### src/rtl/io_port_pkg.sv
// Constants, types and register map of the digital input/output port sampler
package io_port_pkg;

	// ==========================================================
	// Clock figures
	localparam int CLOCK_HZ         = 25_000_000;
	localparam int PORT_CLOCK_HZ    = 50_000_000;
	// Half period of the port clock in system cycles, rounded down, at least one
	localparam int PORT_HALF_RAW    = CLOCK_HZ / (2 * PORT_CLOCK_HZ);
	localparam int PORT_HALF_CYCLES = (PORT_HALF_RAW < 1) ? 1 : PORT_HALF_RAW;
	localparam int DIV_WIDTH        = 8;
	localparam logic [DIV_WIDTH-1:0] DIV_LAST = DIV_WIDTH'(PORT_HALF_CYCLES - 1);

	// ==========================================================
	// Port geometry
	localparam int PORT_WIDTH = 32;
	localparam int LANE_WIDTH = 8;
	localparam int LANES      = PORT_WIDTH / LANE_WIDTH;

	// ==========================================================
	// Register bus and map
	localparam int ADDR_WIDTH = 8;
	localparam int DATA_WIDTH = 32;
	localparam logic [ADDR_WIDTH-1:0] ADDR_CTRL     = 8'h00;
	localparam logic [ADDR_WIDTH-1:0] ADDR_DRIVE    = 8'h04;
	localparam logic [ADDR_WIDTH-1:0] ADDR_OUTPUT   = 8'h08;
	localparam logic [ADDR_WIDTH-1:0] ADDR_LIVE     = 8'h0c;
	localparam logic [ADDR_WIDTH-1:0] ADDR_CAPTURED = 8'h10;
	localparam logic [ADDR_WIDTH-1:0] ADDR_DECIM    = 8'h14;
	localparam logic [ADDR_WIDTH-1:0] ADDR_CAPCOUNT = 8'h18;

	// Control register fields
	localparam int CTRL_MODE_LSB   = 0;
	localparam int CTRL_MODE_MSB   = 1;
	localparam int CTRL_CLKSEL_BIT = 2;

	// Reset values
	localparam logic [1:0]            MODE_RESET   = 2'h0;
	localparam logic                  CLKSEL_RESET = 1'h0;
	localparam logic [LANES-1:0]      DRIVE_RESET  = 4'h0;
	localparam logic [PORT_WIDTH-1:0] OUTPUT_RESET = 32'h0000_0000;
	localparam logic [DATA_WIDTH-1:0] DECIM_RESET  = 32'h0055_d4a8;

	// ==========================================================
	// Types
	typedef enum logic [1:0] {
		mode_manual,
		mode_sequencer,
		mode_result
	} mode_t;

	typedef enum logic {
		sel_internal,
		sel_external
	} clk_sel_t;

endpackage

### src/rtl/decim_if.sv
// Connection between the port top and its decimation unit
interface decim_if;
	logic        tick;      // One selected input clock edge
	logic        restart;   // Clear the count, new setting
	logic [31:0] limit;     // Clock edges per capture
	logic        capture;   // One-cycle capture strobe

	modport ctrl (output tick, output restart, output limit, input capture);
	modport unit (input tick, input restart, input limit, output capture);
endinterface

### src/rtl/digital_io_port_sampler.sv
// Top of the 32-bit general purpose port with output launch and decimated input capture
//
// The register addresses and the plain strobed port were chosen for this implementation.
module digital_io_port_sampler #(
	parameter logic [31:0] DECIM_DEFAULT = io_port_pkg::DECIM_RESET
) (
	input  wire logic                              clock,
	input  wire logic                              rst,
	input  wire logic [io_port_pkg::ADDR_WIDTH-1:0] address,
	input  wire logic [io_port_pkg::DATA_WIDTH-1:0] write_data,
	input  wire logic                              write_strobe,
	input  wire logic                              read_strobe,
	output logic      [io_port_pkg::DATA_WIDTH-1:0] read_data,
	input  wire logic [io_port_pkg::PORT_WIDTH-1:0] sequencer_data,
	input  wire logic [io_port_pkg::PORT_WIDTH-1:0] result_data,
	input  wire logic [io_port_pkg::PORT_WIDTH-1:0] general_io_port_in,
	output logic      [io_port_pkg::PORT_WIDTH-1:0] general_io_port_out,
	output logic      [io_port_pkg::PORT_WIDTH-1:0] general_io_port_oe,
	output logic                                   sample_clock_out_pin,
	input  wire logic                              external_clock_in_pin,
	output logic                                   capture_pulse
);
	import io_port_pkg::*;

	decim_if dbus ();

	// ==========================================================
	// Input synchronisers
	logic [PORT_WIDTH-1:0] pin_meta;
	logic [PORT_WIDTH-1:0] pin_sync;
	logic                  ext_meta;
	logic                  ext_sync;
	logic                  ext_prev;

	// Two flops on every pin before any logic looks at it
	always_ff @(posedge clock) begin
		if (rst) begin
			pin_meta <= 32'h0000_0000;
			pin_sync <= 32'h0000_0000;
		end else begin
			pin_meta <= general_io_port_in;
			pin_sync <= pin_meta;
		end
	end

	// External clock pin: two flops, then a third to find its rising edge
	always_ff @(posedge clock) begin
		if (rst) begin
			ext_meta <= 1'b0;
			ext_sync <= 1'b0;
			ext_prev <= 1'b0;
		end else begin
			ext_meta <= external_clock_in_pin;
			ext_sync <= ext_meta;
			ext_prev <= ext_sync;
		end
	end

	// ==========================================================
	// Register file
	mode_t                 mode;
	clk_sel_t              clk_sel;
	logic [LANES-1:0]      drive;
	logic [PORT_WIDTH-1:0] out_value;
	logic [DATA_WIDTH-1:0] decim;
	mode_t                 next_mode;
	clk_sel_t              next_clk_sel;
	logic [LANES-1:0]      next_drive;
	logic [PORT_WIDTH-1:0] next_out_value;
	logic [DATA_WIDTH-1:0] next_decim;
	logic                  cfg_restart;
	logic                  next_cfg_restart;
	logic                  wr_ctrl;
	logic                  wr_drive;
	logic                  wr_output;
	logic                  wr_decim;
	mode_t                 write_mode;
	clk_sel_t              write_clk_sel;

	// One select per writable register
	assign wr_ctrl   = write_strobe && (address == ADDR_CTRL);
	assign wr_drive  = write_strobe && (address == ADDR_DRIVE);
	assign wr_output = write_strobe && (address == ADDR_OUTPUT);
	assign wr_decim  = write_strobe && (address == ADDR_DECIM);

	// Decode of a written control word; code 3 falls back to manual
	always_comb begin
		case (write_data[CTRL_MODE_MSB:CTRL_MODE_LSB])
			2'h1:    write_mode = mode_sequencer;
			2'h2:    write_mode = mode_result;
			default: write_mode = mode_manual;
		endcase
		write_clk_sel = write_data[CTRL_CLKSEL_BIT] ? sel_external : sel_internal;
	end

	// Software writes; a new decimation or clock source restarts the count
	always_comb begin
		next_mode        = mode;
		next_clk_sel     = clk_sel;
		next_drive       = drive;
		next_out_value   = out_value;
		next_decim       = decim;
		next_cfg_restart = wr_ctrl | wr_decim;
		if (wr_ctrl) begin
			next_mode    = write_mode;
			next_clk_sel = write_clk_sel;
		end
		if (wr_drive) begin
			next_drive = write_data[LANES-1:0];
		end
		if (wr_output) begin
			next_out_value = write_data;
		end
		if (wr_decim) begin
			next_decim = write_data;
		end
	end

	// Register file flops, decimation default applied at reset
	always_ff @(posedge clock) begin
		if (rst) begin
			mode        <= mode_t'(MODE_RESET);
			clk_sel     <= clk_sel_t'(CLKSEL_RESET);
			drive       <= DRIVE_RESET;
			out_value   <= OUTPUT_RESET;
			decim       <= DECIM_DEFAULT;
			cfg_restart <= 1'b0;
		end else begin
			mode        <= next_mode;
			clk_sel     <= next_clk_sel;
			drive       <= next_drive;
			out_value   <= next_out_value;
			decim       <= next_decim;
			cfg_restart <= next_cfg_restart;
		end
	end

	// ==========================================================
	// Internal port clock, also driven out on the connector
	logic [DIV_WIDTH-1:0] div_count;
	logic [DIV_WIDTH-1:0] next_div_count;
	logic                 int_clk;
	logic                 next_int_clk;
	logic                 int_rise;
	logic                 int_fall;

	// Divider toggles the port clock each half period
	always_comb begin
		next_div_count = div_count + 8'h01;
		next_int_clk   = int_clk;
		int_rise       = 1'b0;
		int_fall       = 1'b0;
		if (div_count == DIV_LAST) begin
			next_div_count = 8'h00;
			next_int_clk   = ~int_clk;
			int_rise       = ~int_clk;
			int_fall       = int_clk;
		end
	end

	// Divider flops; the pin follows the clock flop directly
	always_ff @(posedge clock) begin
		if (rst) begin
			div_count <= 8'h00;
			int_clk   <= 1'b0;
		end else begin
			div_count <= next_div_count;
			int_clk   <= next_int_clk;
		end
	end

	assign sample_clock_out_pin = int_clk;

	// ==========================================================
	// Output launch on the falling edge of the port clock
	logic [PORT_WIDTH-1:0] source_value;
	logic [PORT_WIDTH-1:0] lane_mask;
	logic [PORT_WIDTH-1:0] next_port_out;
	logic [PORT_WIDTH-1:0] next_port_oe;

	// Mode picks the source
	always_comb begin
		case (mode)
			mode_manual:    source_value = out_value;
			mode_sequencer: source_value = sequencer_data;
			mode_result:    source_value = result_data;
			default:        source_value = out_value;
		endcase
	end

	// One drive bit opens all eight pins of its lane, never part of one
	for (genvar lane = 0; lane < LANES; lane++) begin : g_lane
		assign lane_mask[lane*LANE_WIDTH +: LANE_WIDTH] = {LANE_WIDTH{drive[lane]}};
	end

	// Value and lane enables load together as the port clock falls
	always_comb begin
		next_port_out = general_io_port_out;
		next_port_oe  = general_io_port_oe;
		if (int_fall) begin
			next_port_out = source_value;
			next_port_oe  = lane_mask;
		end
	end

	// Output pin flops
	always_ff @(posedge clock) begin
		if (rst) begin
			general_io_port_out <= OUTPUT_RESET;
			general_io_port_oe  <= 32'h0000_0000;
		end else begin
			general_io_port_out <= next_port_out;
			general_io_port_oe  <= next_port_oe;
		end
	end

	// ==========================================================
	// Capture clock source
	logic ext_rise;
	logic sel_tick;

	// Rising edge of the synchronised external pin, or of the port clock
	assign ext_rise = ext_sync & ~ext_prev;
	assign sel_tick = (clk_sel == sel_external) ? ext_rise : int_rise;

	// ==========================================================
	// Decimated input capture
	// Decimation unit hookup
	assign dbus.tick    = sel_tick;
	assign dbus.restart = cfg_restart;
	assign dbus.limit   = decim;

	// Counts selected clock edges and strobes each capture
	io_port_decimator u_decim (
		.clock (clock),
		.rst   (rst),
		.bus   (dbus.unit)
	);

	logic [PORT_WIDTH-1:0] captured;
	logic [PORT_WIDTH-1:0] next_captured;
	logic [DATA_WIDTH-1:0] cap_count;
	logic [DATA_WIDTH-1:0] next_cap_count;
	logic                  next_capture_pulse;

	// Latch the synchronised pins on each strobe
	always_comb begin
		next_captured      = captured;
		next_cap_count     = cap_count;
		next_capture_pulse = dbus.capture;
		if (dbus.capture) begin
			next_captured  = pin_sync;
			next_cap_count = cap_count + 32'h0000_0001;
		end
	end

	// Capture flops
	always_ff @(posedge clock) begin
		if (rst) begin
			captured      <= 32'h0000_0000;
			cap_count     <= 32'h0000_0000;
			capture_pulse <= 1'b0;
		end else begin
			captured      <= next_captured;
			cap_count     <= next_cap_count;
			capture_pulse <= next_capture_pulse;
		end
	end

	// ==========================================================
	// Read data, valid the cycle after the strobe only
	logic [DATA_WIDTH-1:0] next_read_data;
	logic [DATA_WIDTH-1:0] ctrl_word;
	logic [DATA_WIDTH-1:0] drive_word;

	// Readback of the narrow registers, zero above their fields
	assign ctrl_word  = {29'h0000_0000, clk_sel, mode};
	assign drive_word = {28'h000_0000, drive};

	// Read mux, unmapped reads give zero
	always_comb begin
		next_read_data = 32'h0000_0000;
		if (read_strobe) begin
			case (address)
				ADDR_CTRL:     next_read_data = ctrl_word;
				ADDR_DRIVE:    next_read_data = drive_word;
				ADDR_OUTPUT:   next_read_data = out_value;
				ADDR_LIVE:     next_read_data = pin_sync;
				ADDR_CAPTURED: next_read_data = captured;
				ADDR_DECIM:    next_read_data = decim;
				ADDR_CAPCOUNT: next_read_data = cap_count;
				default:       next_read_data = 32'h0000_0000;
			endcase
		end
	end

	// Read data flop
	always_ff @(posedge clock) begin
		if (rst) begin
			read_data <= 32'h0000_0000;
		end else begin
			read_data <= next_read_data;
		end
	end

endmodule

### src/rtl/io_port_decimator.sv
// Decimation unit: counts selected input clock edges and issues capture strobes
module io_port_decimator (
	input  wire logic clock,
	input  wire logic rst,
	decim_if.unit     bus
);
	import io_port_pkg::*;

	logic [31:0] count;
	logic [31:0] next_count;
	logic        capture;
	logic        next_capture;
	logic [31:0] limit_eff;

	// ==========================================================
	// Counter next state; a zero limit behaves as one
	always_comb begin
		limit_eff    = (bus.limit == 32'h0000_0000) ? 32'h0000_0001 : bus.limit;
		next_count   = count;
		next_capture = 1'b0;
		if (bus.restart) begin
			next_count = 32'h0000_0000;
		end else if (bus.tick) begin
			if ((count + 32'h0000_0001) >= limit_eff) begin
				next_capture = 1'b1;
				next_count   = 32'h0000_0000;
			end else begin
				next_count = count + 32'h0000_0001;
			end
		end
	end

	// Counter registers
	always_ff @(posedge clock) begin
		if (rst) begin
			count   <= 32'h0000_0000;
			capture <= 1'b0;
		end else begin
			count   <= next_count;
			capture <= next_capture;
		end
	end

	assign bus.capture = capture;

endmodule

### config.mk
export PLATFORM = sky130hd
export DESIGN_NAME = digital_io_port_sampler
export DESIGN_NICKNAME = d
export VERILOG_FILES = /design/src/rtl/io_port_pkg.sv /design/src/rtl/decim_if.sv /design/src/rtl/digital_io_port_sampler.sv /design/src/rtl/io_port_decimator.sv
export SDC_FILE = /design/constraint.sdc
export NUM_CORES = 1
export LEC_CHECK = 0
export BUFFER_PORTS_ARGS = -buffer_cell sky130_fd_sc_hd__buf_4
export CAP_MARGIN = 20
export CORE_MARGIN = 5
export CORE_UTILIZATION = 53
export CTS_BUF_LIST = sky130_fd_sc_hd__clkbuf_2
export CTS_CLUSTER_SIZE = 25
export DETAILED_ROUTE_END_ITERATION = 12
export GPL_TIMING_DRIVEN = 0
export MAX_ROUTING_LAYER = met4
export PLACE_DENSITY = 0.79
export SLEW_MARGIN = 20
export SYNTH_ARGS = -nofsm -noshare
export SYNTH_HDL_FRONTEND = slang
export SYNTH_SLANG_ARGS = --single-unit
export TNS_END_PERCENT = 1
### constraint.sdc
create_clock -name clock -period 4.05 [get_ports clock]
set_clock_uncertainty 0.1 [all_clocks]
set_input_delay 0.405 -clock clock [delete_from_list [all_inputs] [get_ports clock]]
set_output_delay 0.405 -clock clock [all_outputs]
set_load 0.02 [all_outputs]
==> results of run 1 <==
==> sequential cells by signal (all words and copies together), names as in the netlist, 8 cells and up <==
register / cells
cap_count: 32
captured: 32
dbus.limit: 32
general_io_port_out: 32
out_value: 32
pin_meta: 32
pin_sync: 32
read_data: 32
u_decim.count: 32
div_count: 8
==> kinds of logic after synthesis <==
family,count (synthesis),synth area share [%]
muxes,72,5.399
AOI/OAI and AO/OA,299,13.43
xor gates and xnor gates,61,3.901
and+or+nand+nor,660,22.14
adders and majority gates,38,3.472
DFF,314,45.90
buffers and inverters,178,5.765
==> synth_stat cells (all sizes together), types with 18 or more instances <==
cell type | count | area share (%)
a21oi | 148 | 5.5
a221oi | 28 | 1.8
a22o | 19 | 1.2
a22oi | 36 | 2.0
and3 | 21 | 0.96
buf | 48 | 2.2
clkbuf | 81 | 2.2
dfxtp | 314 | 46
ha | 38 | 3.5
inv | 49 | 1.3
mux2i | 66 | 4.8
nand2 | 215 | 5.9
nand3 | 41 | 1.5
nand4 | 18 | 0.82
nor2 | 230 | 6.3
nor2b | 69 | 3.2
o21ai | 42 | 1.5
xnor2 | 27 | 1.7
xor2 | 34 | 2.2
==> metal layers <==
layer / routed length (um) / up-vias / global-route usage [%]
li1: - / 6469 / -
met1: 17510 / 6504 / 37.43
met2: 22460 / 864 / 51.96
met3: 5028 / 194 / 6.909
met4: 2184 / 0 / 13.89
met5: 0 / - / -
==> power by group through the flow <==
| stage | Combinational [uW] | Sequential (uW) | Clock (uW) |
|---|---|---|---|
| final | 396 | 3140 | 2290 |
| after global routing | 419 | 3150 | 2500 |
| after CTS | 378 | 3140 | 2310 |
| after detailed placement | 296 | 3210 | 0 |
| after global placement | 291 | 3210 | 0 |
| after floorplan | 125 | 3200 | 0 |
==> worst max path at each step <==
stage	from	end	slack, ns	depth (start not counted)
finish	u_decim.count[0]$_SDFFE_PP0P_	u_decim.count[30]$_SDFFE_PP0P_	0.11	14
global route	u_decim.count[16]$_SDFFE_PP0P_	u_decim.count[30]$_SDFFE_PP0P_	-0.07	15
CTS	u_decim.count[15]$_SDFFE_PP0P_	u_decim.count[30]$_SDFFE_PP0P_	0.001	14
detailed placement	u_decim.count[0]$_SDFFE_PP0P_	u_decim.count[4]$_SDFFE_PP0P_	-0.41	14
global placement	u_decim.count[0]$_SDFFE_PP0P_	u_decim.count[4]$_SDFFE_PP0P_	-0.32	14
floorplan	u_decim.count[0]$_SDFFE_PP0P_	u_decim.count[7]$_SDFFE_PP0P_	0.27	14
==> worst max-delay path, stage by stage, from the launching register on <==
cell	delay, ns
dfxtp_4	0.41
nand3_2	0.09
or3_4	0.44
nor2_4	0.22
nand3_2	0.13
xnor2_2	0.16
ha_1	0.34
a21oi_2	0.12
o21ai_1	0.08
a221o_1	0.37
a2111o_1	0.45
or3_1	0.38
clkbuf_4	0.19
or3_1	0.34
o21ai_1	0.08
==> stage by stage <==
stage | area [um2] | TNS (ns) | total power [uW]
global route | 18240 | -0.1136 | 6061
floorplan | 13700 | 0 | 3329
detailed placement | 15880 | -8.389 | 3506
CTS | 18040 | 0 | 5827
global placement | 15880 | -5.338 | 3500
finish | 18240 | 0 | 5827
==> what timing repair did <==
action | 4_1_cts | 5_1_grt
hold endpoints to repair | 142 | 0
gates resized for setup | 11 | 32
cloned | 0 | 0
buffers inserted | 2 | 10
hold buffers | 133 | 0
endpoints found under the setup margin | 33 | 33
pin swaps | 2 | 6
==> final cells by class <==
type                    instances  area [um2]  area share [%]
diodes                          4       10.01         0.05488
clock inverters                29       227.7           1.249
multi-input cells            1130        6753           37.03
well taps                     330       412.9           2.264
repair buffers                381        3193           17.51
flip-flops and latches        314        6309           34.59
plain buffers                 127       603.1           3.307
inverters                      49       183.9           1.009
clock buffers                 109       545.5           2.991
==> summary.md, run 1 <==
| Metric | Value |
|---|---|
| Fmax achieved | 0.2537 GHz |
| Pint | 4315 uW |
| Final core area utilization | 72.01% |
| # IOs | 239 |
| Reg-to-reg slack, setup | 0.11 ns |
| Fraction of registers with async set/reset | 0% |
| Status | complete, no violations |
| Die area | 0.02916 mm2 |
| Die X | 170.8 um |
| Reg2Reg Depth | 14 |
| DRC | 0 |
| Worst rel slew slack | 39.83% |
| Critical path endpoint category | register |
| Hold slack | 0.06120 ns |
| Seq/Total Area, Yosys | 45.90% |
| CP arrival | 4.65 ns |
| Reg power frac | 53.9% |
| Rows | 58 |
| Worst flop-to-flop path endpoint | u_decim.count[30]$_SDFFE_PP0P_ |
| Switch Pwr | 1513 uW |
| Routed via count | 14030 |
| Pwr per Cell Area | 319.5 mW/mm2 |
| Commonest cells after routing, fill and taps aside | 304 x dfxtp_1, 276 x buf_4, 227 x nor2_1 |
| Share of cells above drive strength 1 | 21.41% |
| Post-layout min period | 3.942 ns |
| DRT Pass-1 Iters | 9 |
| Final HPWL DP | 32410 um |
| Max cap viols | 0 |
| Mean Syn Cell Area | 8.444 um2 |
| Routed wire length | 47190 um |
| PortBufs | 236 |
| CTS tree | yes |
| Synth Warn # | 0 |
| Yosys cell types | 53 |
| P_leak | 0.007422 uW |
| Skew-Pair Late Insertion Delay | 0.89 ns |
| Worst Path Required | 4.76 ns |
| Max VDD drop | 0.0002539 V |
| CTS buffer count | 78 |
| Period utilisation layout | 97.34% |
| Cell total after placement | 2188 |
| Setup violations, final | 0 |
| Pre-CTS WS | -0.4073 ns |
| Final nets | 2260 |
| Crit Path Class | reg -> reg |
| Seq cells post-synth | 314 |
| Hold WC Path Type | in -> reg |
| Placer Congestion | 0.9258 |
| Die Height | 170.8 um |
| Clock Power Share | 39.3% |
| Post-synthesis instance area | 0.01370 mm2 |
| Vias per Instance | 5.674 |
| Core area | 0.02533 mm2 |
| Sw Ratio | 25.96% |
| DR WL/cell | 19.08 um |
| Mapped Nets | 1801 |
| First-pass GRT wire length | 70930 um |
| Reg clk slew, reported paths | 0.12 ns |
| Max Root-Sink Buffers | 3 |
| Largest net degree at the start of global routing | 12 |
| Worst hold endpoint | general_io_port_out[18]$_SDFFE_PP0P_ |
| Pins Over Slew Limit | 0 |
| Critical Path Fanout Max | 9 |
| Hold Startpoint | result_data[18] |
| Post-synth EDFFs | 0 |
| Vias in the first global route | 13520 |
| Clock tree root buffer cell | clkbuf_2 |
| Worst setup margin | 0.1079 ns |
| Final Hold Fails | 0 |
| Routed Antenna Nets | 0 |
| Total global-route track usage | 31.62% |
| Area Growth Syn to Fin | 33.16% |
| Commonest non-fill, non-tap cell in the layout | dfxtp_1 |
| Main synth FF type | dfxtp_1 |
| H-tree depth | 3 |
| Synthesized instance count | 1622 |
| Combinational share of power | 6.8% |
| Final Non-Filler Cells | 2473 |
| Hold Crit Depth | 7 |
| Grt ovf | 0 |
| Worst slew pin tran | 0.8931 ns |
| Fill count | 1892 |
| Reg-to-Reg Start | u_decim.count[0]$_SDFFE_PP0P_ |
| DRT iter0 DRCs | 1474 |
| Startpoint types | register |
| Initial antenna violation count | 3 |
| CTS sink count | 314 |
| Initial core utilization | 54.08% |
Note: power is estimated with default switching activity, not from simulation.
==> inputs of run 2 (changes only) <==
--- a/config.mk
+++ b/config.mk
@@ -8,13 +8,13 @@
 export BUFFER_PORTS_ARGS = -buffer_cell sky130_fd_sc_hd__buf_4
 export CAP_MARGIN = 20
 export CORE_MARGIN = 5
-export CORE_UTILIZATION = 53
+export CORE_UTILIZATION = 45
 export CTS_BUF_LIST = sky130_fd_sc_hd__clkbuf_2
 export CTS_CLUSTER_SIZE = 25
 export DETAILED_ROUTE_END_ITERATION = 12
 export GPL_TIMING_DRIVEN = 0
 export MAX_ROUTING_LAYER = met4
-export PLACE_DENSITY = 0.79
+export PLACE_DENSITY = 0.69
 export SLEW_MARGIN = 20
 export SYNTH_ARGS = -nofsm -noshare
 export SYNTH_HDL_FRONTEND = slang
==> summary.md, run 2 (synthesis results as in run 1) <==
| Metric | Value |
|---|---|
| Status | complete, no violations |
| Reg2Reg Depth | 14 |
| Pins Over Slew Limit | 0 |
| Initial core utilization | 45.84% |
| H-tree depth | 3 |
| Reg clk slew, reported paths | 0.11 ns |
| CTS buffer count | 79 |
| Routed Antenna Nets | 0 |
| Clock tree root buffer cell | clkbuf_2 |
| Skew-Pair Late Insertion Delay | 0.90 ns |
| Commonest cells after routing, fill and taps aside | 307 x dfxtp_1, 278 x buf_4, 227 x nor2_1 |
| Grt ovf | 0 |
| Worst rel slew slack | 38.16% |
| Pwr per Cell Area | 308.0 mW/mm2 |
| Worst slew pin tran | 0.9179 ns |
| Hold Startpoint | result_data[14] |
| Crit Path Class | reg -> reg |
| Slowest stage delay, CP | 0.45 ns |
| Area Growth Syn to Fin | 33.63% |
| Placer Congestion | 0.9380 |
| Period utilisation layout | 96.33% |
| Final Hold Fails | 0 |
| Total global-route track usage | 26.48% |
| Final nets | 2265 |
| Vias in the first global route | 12760 |
| Critical path's top delay family | simple AND/OR/NAND/NOR gates |
| Placed inst area | 0.01596 mm2 |
| Critical path endpoint category | register |
| Startpoint types | register |
| RSZ-0062 raised after global routing | false |
| Max cap viols | 0 |
| Slowest-stage cell, CP | or3_4 |
| Hold WC Path Type | in -> reg |
| CP cell instances | nand3_2, or3_4, nor2_4, nand3_2, xnor2_2, ha_1, a21oi_2, o21ai_1, a221o_1, a2111o_1, or3_1, buf_6, or3_1, o21ai_1 |
| P_leak | 0.007409 uW |
| Setup violations, final | 0 |
| Final core area utilization | 61.26% |
| Reg-to-reg slack, setup | 0.15 ns |
| Die Height | 184.5 um |
| Commonest non-fill, non-tap cell in the layout | dfxtp_1 |
| Worst Path Required | 4.79 ns |
| CP arrival | 4.64 ns |
| WP buf/inv | 1 |
| Initial antenna violation count | 3 |
| Reg-to-Reg Start | u_decim.count[0]$_SDFFE_PP0P_ |
| Vias per Instance | 5.283 |
| First-pass GRT wire length | 68820 um |
| Hold Crit Depth | 7 |
| Tot Pwr | 5637 uW |
| Core area | 0.02987 mm2 |
| DRC | 0 |
| Worst hold endpoint | general_io_port_out[14]$_SDFFE_PP0P_ |
| # IOs | 239 |
| Final Cell Area | 0.01830 mm2 |
| DRT Pass-1 Iters | 7 |
| Rows | 63 |
| CTS tree | yes |
| Die area | 0.03402 mm2 |
| DRT iter0 DRCs | 1160 |
| Die X | 184.5 um |
| Share of cells above drive strength 1 | 21.51% |
| Fmax achieved | 0.2563 GHz |
| Critical Path Fanout Max | 9 |
| CTS sink count | 314 |
| Largest net degree at the start of global routing | 13 |
| Final HPWL DP | 33210 um |
| Max VDD drop | 0.0002346 V |
| Post-layout min period | 3.901 ns |
| Max Root-Sink Buffers | 3 |
| Worst flop-to-flop path endpoint | u_decim.count[7]$_SDFFE_PP0P_ |
| Setup TNS | 0 ns |
| Routed via count | 13380 |
| PortBufs | 236 |
| Routed wire length | 46000 um |
| DR WL/cell | 18.16 um |
==> run 2: worst max-delay path by stage <==
stage	start	endpoint	slack (ns)	depth (start not counted)
CTS	u_decim.count[15]$_SDFFE_PP0P_	u_decim.count[18]$_SDFFE_PP0P_	0.02	14
global placement	u_decim.count[0]$_SDFFE_PP0P_	u_decim.count[4]$_SDFFE_PP0P_	-0.35	15
floorplan	u_decim.count[0]$_SDFFE_PP0P_	u_decim.count[7]$_SDFFE_PP0P_	0.27	14
detailed placement	u_decim.count[0]$_SDFFE_PP0P_	u_decim.count[31]$_SDFFE_PP0P_	-0.42	15
global route	u_decim.count[0]$_SDFFE_PP0P_	u_decim.count[7]$_SDFFE_PP0P_	0.01	15
finish	u_decim.count[0]$_SDFFE_PP0P_	u_decim.count[7]$_SDFFE_PP0P_	0.15	14
==> run 2: tightest hold or removal path: stages <==
cell     delay, ns
buf_4         0.08
a22oi_1       0.07
nor2_1        0.10
a21oi_1       0.06
nor2_1        0.16
a21oi_1       0.06
nor2_1        0.07
==> run 2: repair_timing <==
item / 4_1_cts / 5_1_grt
hold endpoints to repair: 143 / 0
gates resized for setup: 13 / 31
pin swaps: 3 / 13
hold buffers: 135 / 0
endpoints found under the setup margin: 33 / 33
setup buffers: 3 / 11
==> run 2: routing by layer <==
metal / vias to the layer above / part of all wire (%) / global-route usage (%)
li1: 6462 / - / -
met1: 6264 / 41 / 32.92
met2: 560 / 47 / 42.56
met3: 97 / 8.4 / 5.704
met4: 0 / 2.8 / 9.672
met5: - / 0 / -
==> run 2: where the power goes <==
group          total, uW  leakage (uW)  internal [uW]  switching [uW]
clock               2100      0.000523            818            1280
combinational        395       0.00434            211             185
sequential          3140       0.00255           3120            19.2
total               5640       0.00741           4150            1490
==> run 2: stage by stage <==
| stage | cells | hold slack (ns) | worst slack, ns |
|---|---|---|---|
| after global routing | 2531 | 0.05381 | 0.01012 |
| after global placement | 2248 | 0.3188 | -0.3498 |
| after CTS | 2519 | 0.01063 | 0.02125 |
| after detailed placement | 2248 | 0.3204 | -0.4155 |
| after floorplan | 1622 | 0.3138 | 0.2690 |
| final | 2533 | 0.08039 | 0.1487 |
==> run 2: area by class of cell <==
type | count | area [um2]
clock inverter | 20 | 125.1
sequential | 314 | 6300
multi-input combinational | 1130 | 6789
fill | 2629 | 11570
buffer | 127 | 606.8
inverter | 49 | 183.9
tap | 390 | 488.0
antenna | 4 | 10.01
clock buffer | 114 | 570.5
timing repair buffer | 385 | 3228
